$ cat config.mk
export PLATFORM = sky130hd
export DESIGN_NAME = cfdr_top
export DESIGN_NICKNAME = d
export VERILOG_FILES = /design/src/cfdr_pkg.sv /design/src/cfdr_wdt_if.sv /design/src/cfdr_top.sv /design/src/cfdr_wdt_mon.sv
export VERILOG_INCLUDE_DIRS = /design/src
export SDC_FILE = /design/constraint.sdc
export NUM_CORES = 1
export LEC_CHECK = 0
export BUFFER_PORTS_ARGS = -buffer_cell sky130_fd_sc_hd__buf_2
export CAP_MARGIN = 5
export CORE_ASPECT_RATIO = 0.8
export CORE_UTILIZATION = 50
export DETAILED_ROUTE_END_ITERATION = 10
export GPL_TIMING_DRIVEN = 0
export PLACE_DENSITY = 0.7
export RECOVER_POWER = 100
export SYNTH_ARGS = -nofsm -noshare
export SYNTH_HDL_FRONTEND = slang
export SYNTH_SLANG_ARGS = --single-unit
$ cat constraint.sdc
create_clock -name mclk_i -period 4.7 [get_ports mclk_i]
set_input_delay 0.235 -clock mclk_i [delete_from_list [all_inputs] [get_ports mclk_i]]
set_output_delay 0.235 -clock mclk_i [all_outputs]
set_load 0.05 [all_outputs]
$ cat src/cfdr_cfg.svh
// Constants for the clock failure detect and recovery block.
// Assumes a 20 MHz system clock; included by bare name.
`ifndef CFDR_CFG_SVH
`define CFDR_CFG_SVH
// Clock rate and nominal primary failure threshold.
`define CFDR_CLK_HZ          20000000
`define CFDR_PRI_MIN_HZ      1000
// Watchdog oscillator failure count in system clocks.
`define CFDR_WDT_FAIL_CYCLES 8004
// Primary check window: one nominal threshold period in reference ticks.
`define CFDR_REF_HZ          1000000
`define CFDR_PRI_WIN_TICKS   (`CFDR_REF_HZ / `CFDR_PRI_MIN_HZ)
// Clock source select encodings.
`define CFDR_SRC_PRIMARY     2'h0
`define CFDR_SRC_WATCHDOG    2'h1
`endif

$ cat src/cfdr_pkg.sv
// Types shared by the clock failure detect and recovery modules.
// Assumes cfdr_cfg.svh supplies the numbers.
package cfdr_pkg;
  typedef enum logic [1:0] {
    CFDR_RUN     = 2'b00,
    CFDR_PRI_BAD = 2'b01,
    CFDR_WDT_BAD = 2'b11
  } cfdr_state_t;
endpackage

$ cat src/cfdr_wdt_if.sv
// Interface between the top block and the watchdog oscillator monitor.
// Assumes a single system clock domain.
`timescale 1ns/1ps
`default_nettype none
interface cfdr_wdt_if;
  logic arm;
  logic fail;
  modport mon (input arm, output fail);
  modport top (output arm, input fail);
endinterface
`default_nettype wire

$ cat src/cfdr_top.sv
// Clock failure detection and recovery: primary and watchdog oscillator checks.
// Assumes one system clock; ref_tick_i is a 1 MHz enable from an independent
// reference, used to measure how fast the system clock is running.
`timescale 1ns/1ps
`default_nettype none
`include "cfdr_cfg.svh"
module cfdr_top #(
  parameter int unsigned WDT_FAIL_CYCLES = `CFDR_WDT_FAIL_CYCLES,
  parameter int unsigned PRI_WIN_TICKS   = `CFDR_PRI_WIN_TICKS
) (
  // Clock and reset
  input  wire logic       mclk_i,
  input  wire logic       rst_i,
  // Oscillator observation
  input  wire logic       ref_tick_i,
  input  wire logic       wdt_osc_i,
  // Oscillator control settings
  input  wire logic       primary_fail_detect_en_i,
  input  wire logic       wdt_osc_fail_detect_en_i,
  input  wire logic       wdt_osc_enabled_i,
  input  wire logic       wdt_reset_mode_i,
  input  wire logic [1:0] clock_source_select_i,
  // Core side
  input  wire logic       fail_ack_i,
  output var  logic       pri_fail_evt_o,
  output var  logic       wdt_fail_evt_o,
  output var  logic       pri_fail_flag_o,
  output var  logic       wdt_fail_flag_o,
  output var  logic       force_wdt_clk_o
);
  // ---------------------------------------------------------------
  // Primary clock frequency check
  // ---------------------------------------------------------------
  // A window of PRI_WIN_TICKS reference ticks lasts one nominal threshold
  // period. If the system clock gives fewer than two edges in it, the clock
  // is below the threshold; a stalled clock is caught by the tick logic
  // itself running off the reference, which is outside this block.
  localparam int PW = $clog2(PRI_WIN_TICKS + 1);

  cfdr_wdt_if wif ();

  logic [PW-1:0]       win_r, win_nxt;
  logic [1:0]          clks_r, clks_nxt;
  logic                pri_bad;
  cfdr_pkg::cfdr_state_t st_r, st_nxt;
  logic                pri_evt_nxt, wdt_evt_nxt;
  logic                pri_flag_nxt, wdt_flag_nxt, force_nxt;
  logic                wdt_is_src, can_switch, wdt_check_ok;

  assign wdt_is_src   = (clock_source_select_i == `CFDR_SRC_WATCHDOG);
  assign can_switch   = wdt_osc_enabled_i && !wdt_is_src && !wdt_reset_mode_i;
  assign wdt_check_ok = wdt_osc_fail_detect_en_i && wdt_osc_enabled_i && !wdt_is_src;
  assign wif.arm      = wdt_check_ok && (st_r != cfdr_pkg::CFDR_WDT_BAD);

  cfdr_wdt_mon #(
    .FAIL_CYCLES (WDT_FAIL_CYCLES)
  ) u_wdt_mon (
    .mclk_i    (mclk_i),
    .rst_i     (rst_i),
    .wdt_osc_i (wdt_osc_i),
    .ctl       (wif.mon)
  );

  always_comb begin
    win_nxt  = win_r;
    clks_nxt = clks_r;
    pri_bad  = 1'b0;
    if (!primary_fail_detect_en_i) begin
      win_nxt  = '0;
      clks_nxt = '0;
    end else if (ref_tick_i) begin
      if (win_r == PW'(PRI_WIN_TICKS - 1)) begin
        pri_bad  = (clks_r < 2'd2);
        win_nxt  = '0;
        clks_nxt = '0;
      end else begin
        win_nxt  = win_r + PW'(1);
        clks_nxt = (clks_r == 2'd3) ? clks_r : clks_r + 2'd1;
      end
    end else begin
      clks_nxt = (clks_r == 2'd3) ? clks_r : clks_r + 2'd1;
    end
  end

  // ---------------------------------------------------------------
  // Failure state and recovery
  // ---------------------------------------------------------------
  // Once the watchdog oscillator is lost the primary check is frozen,
  // because the only fallback clock is gone.
  always_comb begin
    st_nxt       = st_r;
    pri_evt_nxt  = 1'b0;
    wdt_evt_nxt  = 1'b0;
    pri_flag_nxt = pri_fail_flag_o;
    wdt_flag_nxt = wdt_fail_flag_o;
    force_nxt    = force_wdt_clk_o;
    if (fail_ack_i) begin
      pri_flag_nxt = 1'b0;
      wdt_flag_nxt = 1'b0;
    end
    case (st_r)
      cfdr_pkg::CFDR_RUN: begin
        if (wif.fail) begin
          st_nxt       = cfdr_pkg::CFDR_WDT_BAD;
          wdt_evt_nxt  = 1'b1;
          wdt_flag_nxt = 1'b1;
        end else if (pri_bad) begin
          st_nxt       = cfdr_pkg::CFDR_PRI_BAD;
          pri_evt_nxt  = 1'b1;
          pri_flag_nxt = 1'b1;
          force_nxt    = can_switch;
        end
      end
      cfdr_pkg::CFDR_PRI_BAD: begin
        if (wif.fail) begin
          st_nxt       = cfdr_pkg::CFDR_WDT_BAD;
          wdt_evt_nxt  = 1'b1;
          wdt_flag_nxt = 1'b1;
        end
      end
      cfdr_pkg::CFDR_WDT_BAD: begin
        st_nxt = cfdr_pkg::CFDR_WDT_BAD;
      end
      default: begin
        st_nxt = cfdr_pkg::CFDR_RUN;
      end
    endcase
  end

  always_ff @(posedge mclk_i) begin
    if (rst_i) begin
      win_r           <= '0;
      clks_r          <= '0;
      st_r            <= cfdr_pkg::CFDR_RUN;
      pri_fail_evt_o  <= 1'b0;
      wdt_fail_evt_o  <= 1'b0;
      pri_fail_flag_o <= 1'b0;
      wdt_fail_flag_o <= 1'b0;
      force_wdt_clk_o <= 1'b0;
    end else begin
      win_r           <= win_nxt;
      clks_r          <= clks_nxt;
      st_r            <= st_nxt;
      pri_fail_evt_o  <= pri_evt_nxt;
      wdt_fail_evt_o  <= wdt_evt_nxt;
      pri_fail_flag_o <= pri_flag_nxt;
      wdt_fail_flag_o <= wdt_flag_nxt;
      force_wdt_clk_o <= force_nxt;
    end
  end
endmodule
`default_nettype wire

$ cat src/cfdr_wdt_mon.sv
// Watchdog oscillator monitor: counts system clocks between watchdog edges.
// Assumes the watchdog oscillator level is asynchronous; it is synchronised on mclk_i through s1_r and s2_r here.
`timescale 1ns/1ps
`default_nettype none
`include "cfdr_cfg.svh"
module cfdr_wdt_mon #(
  parameter int unsigned FAIL_CYCLES = `CFDR_WDT_FAIL_CYCLES
) (
  // Clock and reset
  input  wire logic    mclk_i,
  input  wire logic    rst_i,
  // Watchdog oscillator level
  input  wire logic    wdt_osc_i,
  // Control and result
  cfdr_wdt_if.mon      ctl
);
  localparam int CW = $clog2(FAIL_CYCLES + 1);

  logic [CW-1:0] cnt_r, cnt_nxt;
  logic          s1_r, s2_r, s3_r;
  logic          fail_r, fail_nxt;
  logic          edge_seen;

  assign edge_seen = s2_r ^ s3_r;
  assign ctl.fail  = fail_r;

  always_comb begin
    cnt_nxt  = cnt_r;
    fail_nxt = fail_r;
    if (!ctl.arm) begin
      cnt_nxt = '0;
    end else if (edge_seen) begin
      cnt_nxt = '0;
    end else if (!fail_r) begin
      if (cnt_r == CW'(FAIL_CYCLES - 1)) begin
        fail_nxt = 1'b1;
      end else begin
        cnt_nxt = cnt_r + CW'(1);
      end
    end
  end

  always_ff @(posedge mclk_i) begin
    if (rst_i) begin
      cnt_r  <= '0;
      fail_r <= 1'b0;
      s1_r   <= 1'b0;
      s2_r   <= 1'b0;
      s3_r   <= 1'b0;
    end else begin
      cnt_r  <= cnt_nxt;
      fail_r <= fail_nxt;
      s1_r   <= wdt_osc_i;
      s2_r   <= s1_r;
      s3_r   <= s2_r;
    end
  end
endmodule
`default_nettype wire
==> metrics.md <==
| Metric | Value |
|---|---|
| Routability cong. | 0.8677 |
| Top Ports | 16 |
| DRC | 0 |
| Max Cap Viol | 0 |
| Hold_sp | fail_ack_i |
| Worst-path clk slew | 0.07 ns |
| Final cycle utilization of the critical path | 40.52% |
| Leakage | 0.5800 nW |
| Average wire per cell in the routed design | 11.71 um |
| Worst-Margin Slew | 0.5962 ns |
| Tot GR Track Use | between 10% and 20% |
| Worst skew pair latency | 0.28 ns |
| Die span in y | 51.34 um |
| CP startpoint kind | flop |
| Clock sink count | 36 |
| Gates resized, CTS repair | 0 |
| Drt first-iter violations | 69 |
| Hold depth | 2 |
| WS Path Type | flop to flop |
| Worst path cell trace | ha_1, and3_1, nand4_1, or4_1, mux2_1 |
| Peak VDD IR | 208.8 uV |
| Nets | about 200 |
| Vias/cell | between 5 and 6 |
| Fill cell count | about 260 |
| Crit path max-delay family | simple AND/OR/NAND/NOR gates |
| Num rows | 17 |
| CP required | 4.87 ns |
| Root Driver | clkbuf_8 |
| Seq pwr share | between 50% and 60% |
| Relative slew slack | a little over 60% |
| Hold_ws | 0.1462 ns |
| Switching part of the total | 19.46% |
| Reg2Reg Launch Point | win_r[0] |
| Core area | 2829 um^2 |
| WL final | 2.669 mm |
| Highest clock rate | about 530 MHz |
| Warnings from Yosys | 0 |
| Post-route ant nets | 0 |
| FF-to-FF End | force_wdt_clk_o |
| Hold Crit Class | primary input to flop |
| DP HPWL | 1.944 mm |
| R2R setup slack | 2.80 ns |
| Hold Path Sink | wdt_fail_flag_o |
| Hold Vio Cnt, Final | 0 |
| Layout cells sized above 1 | approximately 8.9% |
| Combinational fraction of design power | 2.8% |
| Minimum clock period | 1.905 ns |
| Cell area after synthesis | 1521 um^2 |
| CTS tree | yes |
| Worst path arrival time | 2.08 ns |
| Sequential area share after synthesis | roughly 47% |
| Die ar. | between 3000 and 4000 um^2 |
| Synth cell types | 34 |
| Pint | 472.7 uW |
| Via count | around 1.2k |
| Clock network power share | 44.5% |
| Total CTS buffers | 5 |
| RSZ-0062 raised after global routing | no |
| PnR worst setup slack | 2.795 ns |
| Count of pins over their slew limit | 0 |
| Buf/Inv on CP | 0 |
| Critical path's largest stage delay | 0.49 ns |
| Worst path slowest cell | or4_1 |
| CP max FO | 5 |
| Port bufs | 15 |
| Clock Tree Buf Depth | 2 |
| Post-route cell area | 1725 um^2 |
| Largest net degree at the start of global routing | 12 |
| DP Area | about 1600 um^2 |
| Post-Syn Instances | between 150 and 200 |
| Mean Syn Cell Area | 9.111 um^2 |
| P per Cell Area | 340.2 nW/um^2 |
| Setup TNS | 0 ns |
| N_diodes | 0 |
| Final setup vio count | 0 |
| Vias in the first global route | about 1.1k |
| Dpl ws | 2.950 ns |
| Initial DRT Pass Iterations | 4 |
| Critical path capture point type | flop |
| CTS H-Tree Depth | 2 |
| #FFs+latches synth | 36 |
| Total gr overflow | 0 |
| Hold buffers post-CTS | 0 |
| Antenna violations before repair | 0 |
| Psw | approximately 110 uW |
| Initial core utilization | 53.78% |
| Die W | 63.68 um |
| Post-CTS setup repair buffer count | 0 |
| Post-synth net total | 180 |
| Cells on worst reg2reg path | 5 |
| Final design utilization | ~60% |
| Status | completed |
| First-pass GRT wire length | 4.788 mm |
| Area growth from synthesis to layout | 13.40% |
| Worst clock skew | 0.007189 ns |
-- how the worst max path moves through the flow --
stage | from | to | slack [ns] | cells after the start
finish | win_r[0] | force_wdt_clk_o | 2.80 | 5
floorplan | win_r[0] | force_wdt_clk_o | 3.04 | 5
global route | win_r[1] | force_wdt_clk_o | 2.73 | 5
global placement | win_r[0] | force_wdt_clk_o | 2.98 | 5
detailed placement | win_r[0] | force_wdt_clk_o | 2.95 | 5
CTS | win_r[0] | force_wdt_clk_o | 2.93 | 5
-- metal layers --
| layer | wire length, um | GRT usage, % | up-vias |
|---|---|---|---|
| li1 | - | - | 611 |
| met1 | 1287 | 24.03 | 525 |
| met2 | 1189 | 31.21 | 28 |
| met3 | 141 | 6.250 | 4 |
| met4 | 49 | 11.74 | 0 |
| met5 | 0 | 0 | - |
-- cell usage in the layout, fill, tap and decap left out --
cell type / count
nor4_1: 5
nor2_1: 30
o21ai_0: 2
nand3b_1: 3
o32ai_1: 1
nor3_1: 3
nand4_1: 5
or4_1: 1
a31oi_1: 1
mux2_1: 1
a211o_1: 1
dfxtp_1: 36
clkbuf_8: 5
nor4bb_1: 1
clkinv_2: 1
nor4b_1: 1
ha_1: 2
nand2_1: 13
mux2i_1: 2
clkbuf_1: 12
bufinv_16: 1
and2_1: 1
nand3_1: 4
inv_1: 5
nor3b_4: 1
buf_2: 9
xnor2_1: 14
nor3b_1: 1
and3_1: 2
nor2b_1: 5
nand2b_1: 5
and4_1: 2
or3_1: 2
a21oi_1: 5
xor2_1: 6
a221oi_1: 1
-- state kept, by name, summed over array words and instances, names as in the netlist --
register and flops:
clks_r 2, force_wdt_clk_o 1, pri_fail_evt_o 1, pri_fail_flag_o 1, st_r 2, u_wdt_mon.cnt_r 13, u_wdt_mon.ctl.fail 1, u_wdt_mon.s1_r 1
u_wdt_mon.s2_r 1, u_wdt_mon.s3_r 1, wdt_fail_evt_o 1, wdt_fail_flag_o 1, win_r 10
-- power groups by stage --
stage / logic (mW) / registers [mW] / clock network (mW)
2_1_floorplan: 0.00951 / 0.316 / 0
3_3_place_gp: 0.0157 / 0.316 / 0
3_5_place_dp: 0.0166 / 0.316 / 0
4_1_cts: 0.0168 / 0.309 / 0.270
5_1_grt: 0.0182 / 0.310 / 0.285
6_report: 0.0163 / 0.309 / 0.261
-- cell usage after synthesis, drive strengths merged --
master	instances	area share, %
nor3	3	0.99
nand3	4	1.3
dfxtp	36	47
nor2	30	7.4
inv	5	1.2
nand2	13	3.2
a31oi	1	0.41
a221oi	1	0.58
o21ai	2	0.66
clkbuf	5	1.2
xor2	6	3.5
nand3b	3	1.5
nor4	5	2.1
or4	1	0.74
nor4b	1	0.58
mux2i	2	1.3
nor4bb	1	0.66
a21oi	5	1.6
and3	2	1.2
xnor2	14	8.1
nand4	5	2.5
ha	2	1.6
and2	1	0.41
or3	2	0.82
a211o	1	0.58
nor3b	2	1.7
mux2	1	0.99
o32ai	1	0.58
nor2b	5	2.1
nand2b	5	2.1
and4	2	1.2
-- worst reg2reg max path: stages (launching register included) --
cell	delay (ns)
dfxtp_1	0.37
ha_1	0.19
and3_1	0.26
nand4_1	0.16
or4_1	0.49
mux2_1	0.34
-- kinds of logic (layout without fill, tap and decap cells) --
logic type / count (synthesis) / in the layout / synth area share, %
fa+ha+maj: 2 / 2 / 1.644
compound gates: 11 / 11 / 4.441
simple gates: 85 / 85 / 30.26
flops: 36 / 36 / 47.37
mux: 3 / 3 / 2.302
buf+inv: 10 / 33 / 2.467
xor+xnor: 20 / 20 / 11.51
-- layout make-up --
type	count	area, um^2	area share [%]
repair buffers	15	67.56	3.916
inverters	5	18.77	1.088
multi-input cells	121	744.5	43.15
plain buffers	5	18.77	1.088
well taps	38	47.55	2.756
clock inverters	2	35.03	2.030
flip-flops and latches	36	720.7	41.77
clock buffers	6	72.57	4.206
-- through the flow --
stage | power, mW | instances
2_1_floorplan | 0.3256 | 167
3_3_place_gp | 0.3319 | 220
3_5_place_dp | 0.3331 | 220
4_1_cts | 0.5958 | 228
5_1_grt | 0.6126 | 228
6_report | 0.5870 | 228
(Power assumes the default switching activity.)
